### config.mk
export PLATFORM = sky130hd
export DESIGN_NAME = asu_uart
export DESIGN_NICKNAME = d
export VERILOG_FILES = /design/src/asu_pkg.sv /design/src/asu_uart.sv
export SDC_FILE = /design/constraint.sdc
export NUM_CORES = 1
export LEC_CHECK = 0
export BUFFER_PORTS_ARGS = -buffer_cell sky130_fd_sc_hd__buf_2
export CAP_MARGIN = 20
export CORE_MARGIN = 3
export CORE_UTILIZATION = 58
export DETAILED_ROUTE_END_ITERATION = 8
export GPL_TIMING_DRIVEN = 0
export PLACE_DENSITY = 0.91
export SYNTH_ARGS = -nofsm -noshare
export SYNTH_HDL_FRONTEND = slang
export SYNTH_SLANG_ARGS = --single-unit
export TNS_END_PERCENT = 100
### constraint.sdc
create_clock -name clk_i -period 3.9 [get_ports clk_i]
set_clock_uncertainty 0.05 [all_clocks]
set_input_delay 0.195 -clock clk_i [delete_from_list [all_inputs] [get_ports clk_i]]
set_output_delay 0.195 -clock clk_i [all_outputs]
set_load 0.02 [all_outputs]
### src/asu_pkg.sv
/*
  Shared constants and carrier types for the asynchronous serial unit.
  Assumes a 32-bit classic Wishbone slave port with byte addresses.
*/
package asu_pkg;

  // Register byte offsets
  localparam logic [7:0] ASU_OFS_MODE = 8'h00;
  localparam logic [7:0] ASU_OFS_CTRL = 8'h04;
  localparam logic [7:0] ASU_OFS_BRG  = 8'h08;
  localparam logic [7:0] ASU_OFS_TXB  = 8'h0c;
  localparam logic [7:0] ASU_OFS_RXB  = 8'h10;
  localparam logic [7:0] ASU_OFS_STAT = 8'h14;

  // Character length codes and bit counts
  localparam logic [1:0] ASU_LEN7  = 2'h0;
  localparam logic [1:0] ASU_LEN8  = 2'h1;
  localparam logic [3:0] ASU_BITS7 = 4'h7;
  localparam logic [3:0] ASU_BITS8 = 4'h8;
  localparam logic [3:0] ASU_BITS9 = 4'h9;

  // Prescaler selections for the internal clock
  localparam logic [1:0] ASU_PRE_F1  = 2'h0;
  localparam logic [1:0] ASU_PRE_F8  = 2'h1;
  localparam logic [1:0] ASU_PRE_F32 = 2'h2;
  localparam logic [4:0] ASU_PRE8_LAST  = 5'h07;
  localparam logic [4:0] ASU_PRE32_LAST = 5'h1f;

  // Oversampling: sixteen ticks per bit, start checked at tick eight
  localparam logic [3:0] ASU_OS_LAST = 4'hf;
  localparam logic [3:0] ASU_OS_MID  = 4'h7;

  // Status bit positions
  localparam int ASU_ST_RXFULL = 0;
  localparam int ASU_ST_TXBE   = 1;
  localparam int ASU_ST_TXDONE = 2;
  localparam int ASU_ST_OVR    = 3;
  localparam int ASU_ST_FRM    = 4;
  localparam int ASU_ST_PAR    = 5;
  localparam int ASU_ST_SUM    = 6;

  // Frame format and line options
  typedef struct packed {
    logic       open_drain;
    logic       pol_rev;
    logic       data_inv;
    logic       sleep;
    logic       two_stop;
    logic       par_even;
    logic       par_en;
    logic [1:0] pre;
    logic       ext_clk;
    logic       rsv;
    logic [1:0] len;
  } asu_mode_t;

  // Transfer control and handshake selection
  typedef struct packed {
    logic hs_func_rts;
    logic hs_dis;
    logic tx_irq_done;
    logic clk_dir_out;
    logic rx_en;
    logic rsv;
    logic tx_en;
  } asu_ctrl_t;

  // Values after reset
  localparam logic [12:0] ASU_MODE_RST = 13'h0001;
  localparam logic [6:0]  ASU_CTRL_RST = 7'h00;
  localparam logic [7:0]  ASU_BRG_RST  = 8'h00;

endpackage

### src/asu_uart.sv
/*
  Asynchronous serial unit in UART mode: baud generator, transmitter,
  receiver, error flags, handshake pin and Wishbone register slave.
  Assumes pins arrive asynchronous to clk_i and that a port block
  outside owns the pins whenever they act as general ports.
*/
// Function
// - Frame is one start bit then seven, eight or nine character bits.
// - Optional odd or even parity bit follows the character bits.
// - Frame ends with one or two stop bits as configured.
// - Internal source: prescaled clock (1, 8, 32) divided by 16(n+1).
// - External source: transfer clock pin divided by 16(n+1).
// - Rate divisor is eight bits; divide factor is value plus one.
// - Send only if enabled, buffer loaded, and CTS low when selected.
// - Receive only if enabled and a start bit is detected.
// - Cause bit zero: transmit request when buffer moves to shifter.
// - Cause bit one: transmit request when whole frame is sent.
// - Receive request when a character lands in the receive buffer.
// - Overrun flagged when a character completes before previous is read.
// - On overrun the buffer is overwritten and no receive request raised.
// - Framing error when configured stop bits are not seen.
// - Parity error when ones count mismatches odd or even setting.
// - Error sum reads one while any error flag is set.
// - Sleep option lets one of several slaves be addressed.
// - Data inversion flips character bits only at buffer write and read.
// - Polarity reverse flips serial output and input at line level.
// - Serial output idles high, or floats in open-drain mode; with polarity reverse set it idles driven low in both modes.
// - Handshake pin: general port, CTS input or RTS output by two bits.
// - Clock pin is general port on internal clock, input on external.
// - In sleep mode only characters with MSB one are accepted.
`timescale 1ns/1ps
module asu_uart (
  // Clock and reset
  input  wire logic        clk_i,
  input  wire logic        rst_i,
  // Wishbone slave
  input  wire logic        wb_cyc_i,
  input  wire logic        wb_stb_i,
  input  wire logic        wb_we_i,
  input  wire logic [7:0]  wb_adr_i,
  input  wire logic [3:0]  wb_sel_i,
  input  wire logic [31:0] wb_dat_i,
  output logic      [31:0] wb_dat_o,
  output logic             wb_ack_o,
  // Serial pins
  input  wire logic        serial_in_pin_i,
  output logic             serial_out_pin_o,
  output logic             serial_out_pin_oe_o,
  input  wire logic        transfer_clock_pin_i,
  // Handshake pin
  input  wire logic        hs_pin_i,
  output logic             hs_pin_o,
  output logic             hs_pin_oe_o,
  // Interrupt request pulses
  output logic             tx_irq_req_o,
  output logic             rx_irq_req_o
);
  import asu_pkg::*;

  typedef enum logic [2:0] {ASU_TX_IDLE, ASU_TX_START, ASU_TX_DATA, ASU_TX_PAR,
                            ASU_TX_STOP} asu_tx_state_t;
  typedef enum logic [2:0] {ASU_RX_IDLE, ASU_RX_START, ASU_RX_DATA, ASU_RX_PAR,
                            ASU_RX_STOP} asu_rx_state_t;

  logic [12:0]   mode_reg;
  logic [6:0]    ctrl_reg;
  logic [7:0]    brg_reg;
  asu_mode_t     mode;
  asu_ctrl_t     ctrl;
  logic          bus_req;
  logic          wr_req;
  logic          rxb_rd;
  logic          stat_wr;
  logic [2:0]    rx_sync;
  logic [2:0]    ck_sync;
  logic [2:0]    hs_sync;
  logic          rx_filt;
  logic          ck_filt;
  logic          ck_filt_d;
  logic          hs_filt;
  logic          rx_line;
  logic [4:0]    pre_cnt;
  logic          pre_tick;
  logic          ext_sel;
  logic          src_tick;
  logic [7:0]    brg_cnt;
  logic          os_tick;
  logic [3:0]    nbits;
  logic [8:0]    len_mask;
  asu_tx_state_t tx_state;
  logic [3:0]    tx_os;
  logic [3:0]    tx_idx;
  logic [8:0]    txb_reg;
  logic          txbe_reg;
  logic [8:0]    tx_shift;
  logic          tx_par;
  logic          tx_line;
  logic          tx_bit_end;
  logic          cts_ok;
  logic          tx_go;
  asu_rx_state_t rx_state;
  logic [3:0]    rx_os;
  logic [3:0]    rx_idx;
  logic [8:0]    rx_shift;
  logic          rx_pbit;
  logic          rx_ferr;
  logic [8:0]    rxb_reg;
  logic          rx_full_reg;
  logic          ovr_reg;
  logic          frm_reg;
  logic          par_reg;
  logic          rx_samp;
  logic          rx_done;
  logic          rx_accept;
  logic          rx_perr;
  logic [31:0]   rd_word;

  assign mode = asu_mode_t'(mode_reg);
  assign ctrl = asu_ctrl_t'(ctrl_reg);

  // Bus decode; ack follows one cycle after the request
  assign bus_req = wb_cyc_i & wb_stb_i & ~wb_ack_o;
  assign wr_req  = bus_req & wb_we_i;
  assign rxb_rd  = bus_req & ~wb_we_i & (wb_adr_i == ASU_OFS_RXB);
  assign stat_wr = wr_req & (wb_adr_i == ASU_OFS_STAT) & wb_sel_i[0];

  always_ff @(posedge clk_i) begin
    if (rst_i) begin
      wb_ack_o <= 1'b0;
    end else begin
      wb_ack_o <= bus_req;
    end
  end

  // Configuration registers, byte lanes honoured
  always_ff @(posedge clk_i) begin
    if (rst_i) begin
      mode_reg <= ASU_MODE_RST;
      ctrl_reg <= ASU_CTRL_RST;
      brg_reg  <= ASU_BRG_RST;
    end else if (wr_req) begin
      if (wb_adr_i == ASU_OFS_MODE) begin
        if (wb_sel_i[0]) mode_reg[7:0]  <= wb_dat_i[7:0];
        if (wb_sel_i[1]) mode_reg[12:8] <= wb_dat_i[12:8];
      end
      if (wb_adr_i == ASU_OFS_CTRL && wb_sel_i[0]) begin
        ctrl_reg <= wb_dat_i[6:0];
      end
      if (wb_adr_i == ASU_OFS_BRG && wb_sel_i[0]) begin
        brg_reg <= wb_dat_i[7:0];
      end
    end
  end

  // Read mux; unmapped addresses read zero
  always_comb begin
    rd_word = 32'h0000_0000;
    case (wb_adr_i)
      ASU_OFS_MODE: rd_word[12:0] = mode_reg;
      ASU_OFS_CTRL: rd_word[6:0]  = ctrl_reg;
      ASU_OFS_BRG:  rd_word[7:0]  = brg_reg;
      ASU_OFS_TXB:  rd_word[8:0]  = txb_reg;
      ASU_OFS_RXB:  rd_word[8:0]  = (rxb_reg ^ {9{mode.data_inv}}) & len_mask;
      ASU_OFS_STAT: begin
        rd_word[ASU_ST_RXFULL] = rx_full_reg;
        rd_word[ASU_ST_TXBE]   = txbe_reg;
        rd_word[ASU_ST_TXDONE] = txbe_reg & (tx_state == ASU_TX_IDLE);
        rd_word[ASU_ST_OVR]    = ovr_reg;
        rd_word[ASU_ST_FRM]    = frm_reg;
        rd_word[ASU_ST_PAR]    = par_reg;
        rd_word[ASU_ST_SUM]    = ovr_reg | frm_reg | par_reg;
      end
      default: rd_word = 32'h0000_0000;
    endcase
  end

  // Registered read data
  always_ff @(posedge clk_i) begin
    if (rst_i) begin
      wb_dat_o <= 32'h0000_0000;
    end else if (bus_req && !wb_we_i) begin
      wb_dat_o <= rd_word;
    end
  end

  // Pin synchronisers; a change counts once stages two and three agree
  always_ff @(posedge clk_i) begin
    if (rst_i) begin
      rx_sync   <= 3'h7;
      ck_sync   <= 3'h0;
      hs_sync   <= 3'h7;
      rx_filt   <= 1'b1;
      ck_filt   <= 1'b0;
      ck_filt_d <= 1'b0;
      hs_filt   <= 1'b1;
    end else begin
      rx_sync   <= {rx_sync[1:0], serial_in_pin_i};
      ck_sync   <= {ck_sync[1:0], transfer_clock_pin_i};
      hs_sync   <= {hs_sync[1:0], hs_pin_i};
      ck_filt_d <= ck_filt;
      if (rx_sync[1] == rx_sync[2]) rx_filt <= rx_sync[2];
      if (ck_sync[1] == ck_sync[2]) ck_filt <= ck_sync[2];
      if (hs_sync[1] == hs_sync[2]) hs_filt <= hs_sync[2];
    end
  end

  assign rx_line = rx_filt ^ mode.pol_rev;

  // Internal prescaler for f1, f8 and f32
  always_ff @(posedge clk_i) begin
    if (rst_i) begin
      pre_cnt <= 5'h00;
    end else begin
      pre_cnt <= pre_cnt + 5'h01;
    end
  end

  assign pre_tick = (mode.pre == ASU_PRE_F1) |
                    ((mode.pre == ASU_PRE_F8) & (pre_cnt[2:0] == ASU_PRE8_LAST[2:0])) |
                    ((mode.pre == ASU_PRE_F32) & (pre_cnt == ASU_PRE32_LAST));
  assign ext_sel  = mode.ext_clk & ~ctrl.clk_dir_out;
  assign src_tick = ext_sel ? (ck_filt & ~ck_filt_d) : pre_tick;

  // Rate divisor: one oversample tick per n+1 source ticks
  always_ff @(posedge clk_i) begin
    if (rst_i) begin
      brg_cnt <= 8'h00;
    end else if (src_tick) begin
      brg_cnt <= (brg_cnt == 8'h00) ? brg_reg : brg_cnt - 8'h01;
    end
  end

  assign os_tick = src_tick & (brg_cnt == 8'h00);

  // Character length decode
  always_comb begin
    case (mode.len)
      ASU_LEN7: nbits = ASU_BITS7;
      ASU_LEN8: nbits = ASU_BITS8;
      default:  nbits = ASU_BITS9;
    endcase
    len_mask = ~(9'h1ff << nbits);
  end

  // Transmit buffer; inversion applied on write
  assign cts_ok = ctrl.hs_dis | ctrl.hs_func_rts | ~hs_filt;
  assign tx_go  = (tx_state == ASU_TX_IDLE) & ctrl.tx_en & ~txbe_reg & cts_ok;

  always_ff @(posedge clk_i) begin
    if (rst_i) begin
      txb_reg  <= 9'h000;
      txbe_reg <= 1'b1;
    end else begin
      if (wr_req && wb_adr_i == ASU_OFS_TXB && wb_sel_i[0]) begin
        txb_reg[7:0] <= wb_dat_i[7:0] ^ {8{mode.data_inv}};
      end
      if (wr_req && wb_adr_i == ASU_OFS_TXB && wb_sel_i[1]) begin
        txb_reg[8] <= wb_dat_i[8] ^ mode.data_inv;
      end
      if (wr_req && wb_adr_i == ASU_OFS_TXB && wb_sel_i[0]) begin
        txbe_reg <= 1'b0;
      end else if (tx_go) begin
        txbe_reg <= 1'b1;
      end
    end
  end

  assign tx_bit_end = os_tick & (tx_os == ASU_OS_LAST);

  // Transmit frame sequencer
  always_ff @(posedge clk_i) begin
    if (rst_i) begin
      tx_state     <= ASU_TX_IDLE;
      tx_os        <= 4'h0;
      tx_idx       <= 4'h0;
      tx_shift     <= 9'h000;
      tx_par       <= 1'b0;
      tx_line      <= 1'b1;
      tx_irq_req_o <= 1'b0;
    end else begin
      tx_irq_req_o <= 1'b0;
      if (os_tick) tx_os <= tx_os + 4'h1;
      case (tx_state)
        ASU_TX_IDLE: begin
          tx_line <= 1'b1;
          if (tx_go) begin
            tx_shift     <= txb_reg & len_mask;
            tx_par       <= ^(txb_reg & len_mask) ^ ~mode.par_even;
            tx_os        <= 4'h0;
            tx_line      <= 1'b0;
            tx_state     <= ASU_TX_START;
            tx_irq_req_o <= ~ctrl.tx_irq_done;
          end
        end
        ASU_TX_START: begin
          if (tx_bit_end) begin
            tx_line  <= tx_shift[0];
            tx_shift <= {1'b0, tx_shift[8:1]};
            tx_idx   <= 4'h1;
            tx_state <= ASU_TX_DATA;
          end
        end
        ASU_TX_DATA: begin
          if (tx_bit_end) begin
            if (tx_idx == nbits) begin
              tx_line  <= mode.par_en ? tx_par : 1'b1;
              tx_idx   <= 4'h0;
              tx_state <= mode.par_en ? ASU_TX_PAR : ASU_TX_STOP;
            end else begin
              tx_line  <= tx_shift[0];
              tx_shift <= {1'b0, tx_shift[8:1]};
              tx_idx   <= tx_idx + 4'h1;
            end
          end
        end
        ASU_TX_PAR: begin
          if (tx_bit_end) begin
            tx_line  <= 1'b1;
            tx_state <= ASU_TX_STOP;
          end
        end
        ASU_TX_STOP: begin
          if (tx_bit_end) begin
            if (mode.two_stop && tx_idx == 4'h0) begin
              tx_idx <= 4'h1;
            end else begin
              tx_state     <= ASU_TX_IDLE;
              tx_irq_req_o <= ctrl.tx_irq_done;
            end
          end
        end
        default: tx_state <= ASU_TX_IDLE;
      endcase
    end
  end

  // Line driver; open drain only pulls low
  assign serial_out_pin_o    = mode.open_drain ? 1'b0 : (tx_line ^ mode.pol_rev);
  assign serial_out_pin_oe_o = mode.open_drain ? ~(tx_line ^ mode.pol_rev) : 1'b1;

  // Handshake pin: RTS drive or released
  assign hs_pin_oe_o = ~ctrl.hs_dis & ctrl.hs_func_rts;
  assign hs_pin_o    = ~(ctrl.rx_en & ~rx_full_reg);

  assign rx_samp = os_tick & (rx_os == ASU_OS_LAST);

  // Receive frame sequencer
  always_ff @(posedge clk_i) begin
    if (rst_i) begin
      rx_state <= ASU_RX_IDLE;
      rx_os    <= 4'h0;
      rx_idx   <= 4'h0;
      rx_shift <= 9'h000;
      rx_pbit  <= 1'b0;
      rx_ferr  <= 1'b0;
      rx_done  <= 1'b0;
    end else begin
      rx_done <= 1'b0;
      if (os_tick) rx_os <= rx_os + 4'h1;
      case (rx_state)
        ASU_RX_IDLE: begin
          rx_os <= 4'h0;
          if (ctrl.rx_en && !rx_line) rx_state <= ASU_RX_START;
        end
        ASU_RX_START: begin
          if (os_tick && rx_os == ASU_OS_MID) begin
            rx_os    <= 4'h0;
            rx_idx   <= 4'h0;
            rx_shift <= 9'h000;
            rx_ferr  <= 1'b0;
            rx_state <= rx_line ? ASU_RX_IDLE : ASU_RX_DATA;
          end
        end
        ASU_RX_DATA: begin
          if (rx_samp) begin
            rx_shift[rx_idx] <= rx_line;
            if (rx_idx == nbits - 4'h1) begin
              rx_idx   <= 4'h0;
              rx_state <= mode.par_en ? ASU_RX_PAR : ASU_RX_STOP;
            end else begin
              rx_idx <= rx_idx + 4'h1;
            end
          end
        end
        ASU_RX_PAR: begin
          if (rx_samp) begin
            rx_pbit  <= rx_line;
            rx_state <= ASU_RX_STOP;
          end
        end
        ASU_RX_STOP: begin
          if (rx_samp) begin
            if (!rx_line) rx_ferr <= 1'b1;
            if (mode.two_stop && rx_idx == 4'h0) begin
              rx_idx <= 4'h1;
            end else begin
              rx_done  <= 1'b1;
              rx_state <= ASU_RX_IDLE;
            end
          end
        end
        default: rx_state <= ASU_RX_IDLE;
      endcase
    end
  end

  // Completion checks on the finished frame
  assign rx_perr   = mode.par_en & (^(rx_shift & len_mask) ^ rx_pbit ^ ~mode.par_even);
  assign rx_accept = rx_done & (~mode.sleep | rx_shift[nbits - 4'h1]);

  // Receive buffer and full flag; read clears, new data wins
  always_ff @(posedge clk_i) begin
    if (rst_i) begin
      rxb_reg      <= 9'h000;
      rx_full_reg  <= 1'b0;
      rx_irq_req_o <= 1'b0;
    end else begin
      rx_irq_req_o <= rx_accept & (~rx_full_reg | rxb_rd);
      if (rx_accept) begin
        rxb_reg     <= rx_shift & len_mask;
        rx_full_reg <= 1'b1;
      end else if (rxb_rd) begin
        rx_full_reg <= 1'b0;
      end
    end
  end

  // Sticky error flags; write one to clear, a new error wins
  always_ff @(posedge clk_i) begin
    if (rst_i) begin
      ovr_reg <= 1'b0;
      frm_reg <= 1'b0;
      par_reg <= 1'b0;
    end else begin
      if (rx_accept && rx_full_reg && !rxb_rd) begin
        ovr_reg <= 1'b1;
      end else if (stat_wr && wb_dat_i[ASU_ST_OVR]) begin
        ovr_reg <= 1'b0;
      end
      if (rx_accept && rx_ferr) begin
        frm_reg <= 1'b1;
      end else if (stat_wr && wb_dat_i[ASU_ST_FRM]) begin
        frm_reg <= 1'b0;
      end
      if (rx_accept && rx_perr) begin
        par_reg <= 1'b1;
      end else if (stat_wr && wb_dat_i[ASU_ST_PAR]) begin
        par_reg <= 1'b0;
      end
    end
  end

endmodule

Word-level counts from Yosys, hierarchy flattened
Cells that the tools add are included.
{ "word_totals": {"register_bits": 138, "inputBits": 52, "out_inout_bits": 39, "word_cells": 292} }
{ "op_classes": {"addsub": 7, "order_cmp": 3, "n_eq_ne": 44, "n_shift": 1, "mux": 84, "n_bitwise": 58, "reduce_logical": 57} }
{ "ops": {"columns": ["cell", "n"], "rows": [
  ["4-bit 2-to-1 mux", 16],
  ["9-bit 2-to-1 mux", 6],
  ["3-bit 2-to-1 mux", 15],
  ["7-bit case mux with 6 select lines", 1],
  ["2-bit != test, second input constant", 18],
  ["3-bit case mux with 5 select lines", 2],
  ["1-bit 2-to-1 mux", 28],
  ["9-bit AND", 3],
  ["9-bit case mux with 3 select lines", 1],
  ["4-bit case mux with 3 select lines", 2],
  ["1-bit AND", 23],
  ["1-bit logical AND", 18],
  ["9-bit case mux with 2 select lines", 1],
  ["9-bit parity", 2],
  ["4-bit by 1-bit adder with 4-bit output, second input constant", 4],
  ["8-bit by 4-bit equality test with 1-bit output, second input constant", 2],
  ["8-bit by 5-bit equality test with 1-bit output, second input constant", 2],
  ["8-bit zero test", 2],
  ["4-bit case mux with 2 select lines", 2],
  ["1-bit inverter", 15],
  ["5-bit AND reduction", 3],
  ["7-bit AND reduction", 2],
  ["2-bit nonzero test", 7],
  ["3-bit by 2-bit equality test with 1-bit output, second input constant", 4],
  ["39 further kinds", 75]
]} }

Logic depth before layout (Yosys ltp)
{ "logic_depth": {"ltp_word": 11, "depth_mapped": 11, "depth_no_buf": 9} }

Worst setup path after synthesis
Ideal clock, no wire load.
{ "synth_path": {"path_kind": "reg-to-reg", "from": "register pre_cnt[0]", "to": "register rx_idx[3]", "setup_ns": 0.070, "t_arrival_ns": 2.689, "required_time_ns": 3.780, "path_slack_ns": 1.090, "stages_incl_launch_ff": 12, "path_buffers": 2, "period_less_slack_ns": 2.810, "path_cell_list": "dfxtp_1 -> ha_1 -> and3_1 -> ha_1 -> inv_1 -> o221a_2 -> or4_4 -> buf_6 -> or2_0 -> clkbuf_2 -> or4_1 -> a21oi_1"} }
{ "synth_between": {"elab_chain_len": 9, "word_cells_on_any_way": 14, "cone_classes": "5 x eq/ne; 1 x mux; 6 x bitwise; 2 x reduce/logical"} }
{ "synth_rtl": {"columns": ["element", "line", "rtl"], "rows": [
  ["from (decl)", "asu_uart.sv:82", "logic [4:0] pre_cnt;"],
  ["from (signal assigned)", "asu_uart.sv:214", "pre_cnt <= pre_cnt + 5'h01;"],
  ["3-bit equality test", "asu_uart.sv:219", "((mode.pre == ASU_PRE_F8) & (pre_cnt[2:0] == ASU_PRE8_LAST[2:0])) |"],
  ["1-bit AND", "asu_uart.sv:219", null],
  ["1-bit OR", "asu_uart.sv:218", "assign pre_tick = (mode.pre == ASU_PRE_F1) |"],
  ["1-bit OR (*)", "asu_uart.sv:219", null],
  ["1-bit 2-to-1 mux (*)", "asu_uart.sv:222", "assign src_tick = ext_sel ? (ck_filt & ~ck_filt_d) : pre_tick;"],
  ["1-bit AND (*)", "asu_uart.sv:233", "assign os_tick = src_tick & (brg_cnt == 8'h00);"],
  ["1-bit AND or 1-bit logical AND (tied branches)", "asu_uart.sv:345, asu_uart.sv:366", null],
  ["2-bit != test (no source line)", null, null],
  ["5-bit AND reduction (no source line) (*)", null, null],
  ["to (signal assigned)", "asu_uart.sv:381", "rx_idx <= rx_idx + 4'h1;"],
  ["to (decl)", "asu_uart.sv:103", "logic [3:0] rx_idx;"]
]} }
Mark *: on every way between the ends. The rest lies on a longest branch, timed or not.
A chain may end at the register's enable or synchronous reset.

Final worst setup path
{ "layout_path": {"from": "register pre_cnt[0]", "to": "register tx_shift[6]"} }
{ "layout_between": {"elab_chain_len": 9, "word_cells_on_any_way": 12, "cone_classes": "4 x eq/ne; 1 x mux; 6 x bitwise; 1 x reduce/logical"} }
{ "layout_rtl": {"columns": ["element", "line", "rtl"], "rows": [
  ["3-bit equality test", "asu_uart.sv:219", null],
  ["1-bit AND", "asu_uart.sv:219", null],
  ["1-bit OR", "asu_uart.sv:218", null],
  ["1-bit OR (*)", "asu_uart.sv:219", null],
  ["1-bit 2-to-1 mux (*)", "asu_uart.sv:222", null],
  ["1-bit AND (*)", "asu_uart.sv:233", null],
  ["1-bit AND (*)", "asu_uart.sv:268", "assign tx_bit_end = os_tick & (tx_os == ASU_OS_LAST);"],
  ["2-bit != test (no source line)", null, null],
  ["5-bit AND reduction (no source line) (*)", null, null],
  ["to (signal assigned)", "asu_uart.sv:287", "tx_shift <= txb_reg & len_mask;"],
  ["to (signal assigned)", "asu_uart.sv:298", "tx_shift <= {1'b0, tx_shift[8:1]};"],
  ["to (signal assigned)", "asu_uart.sv:311", "tx_shift <= {1'b0, tx_shift[8:1]};"],
  ["to (decl)", "asu_uart.sv:95", "logic [8:0] tx_shift;"]
]} }
Marked as above.

==> impl_metrics.ini <==
[outcome]
status = complete, no violations

[power_and_ir_drop]
power_mw = 3.66
p_per_area_mw_per_mm2 = 440
pwr-share-comb_pct = 16.7
ir_drop_v = 0.000297
seqPwrFrac_pct = 41.7
swShare_pct = 27.4
switchingPower_mw = 1.00
power.leakage_nw = 3.28
p_int_mw = 2.66
p_clk_share_pct = 41.6

[grt]
first_global_vias = 6393
antenna_found_initial = 0
grt_max_degree = 17
grt_pass1_wl_um = 32300
grt_overflow = 0
track_usage_pct = 30.6

[floorplanning]
core_area_mm2 = 0.0118
die_w_um = 117
die_h_um = 117
num_rows = 39
ios = 91
initial_core_util_pct = 60.9
die-area_mm2 = 0.0137

[synth]
synth_area_mm2 = 0.00716
synth_edf_count = 0
synth.avg_cell_area_um2 = 8.26
synth-seq-cells = 138
synth.area.top_cells = dfxtp_1, a21oi_1, nor2_1, mux2i_1, nand2_1
async_reset_ff_share_pct = 0
yosysWarnings = 0
synthCells = 867
yosysUniqueCellTypes = 71
ys_seq_area_share_pct = 38.6
yosysTopAreaCellShare_pct = 38.6
synth_top_area_cell = dfxtp_1
ys.flop_type = dfxtp_1

[cts]
htree_levels = 4
post_cts_buffers = 0
ctsResizeCount = 0
cts_root_buffer = clkbuf_16
cts.sinks = 138
cts_tree = yes
cts_made_buffers = 17
cts_buffer_depth = 2
clkTransAtPathRegs_ns = 0.06
clk_latency_ns = 0.43

[final_layout]
final_cells = 1138
fillers = 880
syn_to_final_growth_pct = 16.1
nNetsFinal = 1028
final_util_pct = 70.7
layout-drive-gt1-share_pct = 13.0
design_area_mm2 = 0.00832
multiInputGateArea_mm2 = 0.00407
diodes = 0
ff_latch_area_mm2 = 0.00276

[timing]
fmax_mhz = 312
finalSetupTns_ns = 0
slew_viol_final = 0
setup_viol = 0
tightest_slew_ns = 1.07
layout_min_cycle_time_ns = 3.20
finalHoldViolations = 0
max_slew_margin_pct = 27.5
rsz0062_at_grt = false
finalCritPeriodShare_pct = 82.1

[placed_design]
gp_congestion = 1.00
hpwl_um = 14500
dp.cells = 1098
placed_area_mm2 = 0.00768
numPortBuffers = 49

[critical_path]
critical_path.max_fanout = 10
r2r-start = pre_cnt[0]
r2r_setup_slack_ns = 0.70
crit_path_start_kind = flop
crit_required_ns = 4.19
r2r_end = tx_shift[6]
worst_setup_path_end_kind = flop
cp_data_arrival_time_ns = 3.49
crit_path_end = tx_shift[6]
path_class = flop to flop
worstRegToRegCells = 11
setup.worst_path.start = pre_cnt[0]

[detailed_routing]
post_drt_via_cell_ratio = 5.97
drt_iter0_drc = 661
drc = 0
postRouteAntennaNets = 0
vias = 6799
drt-wirelength-per-cell_um = 17.8
wirelength_um = 20300
dr.pass1.iters = 7

[worst_hold_path]
holdCritPathClass = input pin to flop

[job]
drv_cap = 0
-- cells by family (layout without fill, tap and decap cells) --
kind of cell	after synthesis	in the layout	share of synthesized area [%]
AO/OA/AOI/OAI	191	191	16.8
XOR/XNOR	49	49	5.99
adder cells (fa/ha/maj)	15	15	2.62
buffers and inverters	82	171	5.55
flip-flops	138	138	38.6
multiplexers	37	37	5.36
other	1	19	0.0523
AND/OR/NAND/NOR	354	354	25.0
-- per-layer routing --
metal | global-route usage (%) | share of wire, % | up-vias
met5 | 0 | 0 | -
met4 | 17.7 | 4.7 | 0
met3 | 8.59 | 11 | 80
met2 | 48.2 | 45 | 397
met1 | 37.3 | 40 | 3106
li1 | - | - | 3216
-- layout by cell type (no fill, tap or decap), types with 7 or more instances in the layout --
master and instances:
dfxtp_1 138, nor2_1 99, nand2_1 81, a21oi_1 78, buf_2 51, clkbuf_1 39, nand3_1 37, mux2i_1 35
nor3_1 29, o21ai_0 27, xnor2_1 26, xor2_1 23, buf_4 19, conb_1 19, nand2b_1 18, inv_1 17
a211oi_1 17, a21o_1 17, clkbuf_16 17, nor2b_1 15, ha_1 15, or2_2 9, nand4_1 8, and2_1 7
a22oi_1 7, nor4_1 7, dlygate4sd3_1 7
-- area by class of cell --
class	count	area share (%)
plain buffers	65	4.02
clock buffers	25	5.96
multi-input cells	665	48.9
repair buffers	57	3.85
inverters	17	0.767
clock inverters	7	0.782
well taps	164	2.47
flip-flops and latches	138	33.2
-- synthesized netlist by cell type, types with 17 or more instances --
| cell type | count |
|---|---|
| nor3_1 | 29 |
| nand2b_1 | 18 |
| nand3_1 | 37 |
| o21ai_0 | 27 |
| xor2_1 | 23 |
| nor2_1 | 99 |
| a21oi_1 | 78 |
| clkbuf_1 | 35 |
| mux2i_1 | 35 |
| xnor2_1 | 26 |
| dfxtp_1 | 138 |
| buf_4 | 19 |
| inv_1 | 17 |
| nand2_1 | 81 |
| a211oi_1 | 17 |
| a21o_1 | 17 |
-- power groups by stage --
stage	Clock (mW)	Combinational [mW]	Sequential, mW
global placement	0	0.575	1.55
global route	1.60	0.676	1.53
detailed placement	0	0.594	1.55
CTS	1.52	0.604	1.52
floorplan	0	0.455	1.55
finish	1.52	0.612	1.53
-- worst min-delay path by stage --
stage / start / to / slack [ns] / cells after the start
floorplan: hs_pin_i / hs_sync[0] / 0.25 / 1
global placement: serial_in_pin_i / rx_sync[0] / 0.33 / 2
detailed placement: serial_in_pin_i / rx_sync[0] / 0.33 / 2
CTS: wb_dat_i[0] / mode[0] / 0.0008 / 2
global route: wb_dat_i[10] / mode[10] / 0.01 / 3
finish: wb_dat_i[0] / mode[0] / 0.01 / 2
-- what timing repair did --
item / CTS / global route
hold buffers: 7 / 0
endpoints found under the hold margin: 7 / 0
endpoints found under the setup margin: 0 / 0
-- critical path, cell delays in order, from the launching register on --
cell      delay [ns]
dfxtp_1         0.35
ha_1            0.17
and3_1          0.17
ha_1            0.13
inv_1           0.04
o221a_2         0.31
nor3_1          0.73
a31o_2          0.32
clkbuf_1        0.32
buf_2           0.28
nor2_1          0.06
a211oi_1        0.19
-- stage by stage --
stage | hold WS, ns | setup slack (ns)
floorplan | 0.249 | 1.09
global placement | 0.328 | 0.894
detailed placement | 0.329 | 0.812
CTS | 0.000790 | 0.744
global route | 0.0118 | 0.489
finish | 0.0146 | 0.698
(Power assumes the default switching activity.)
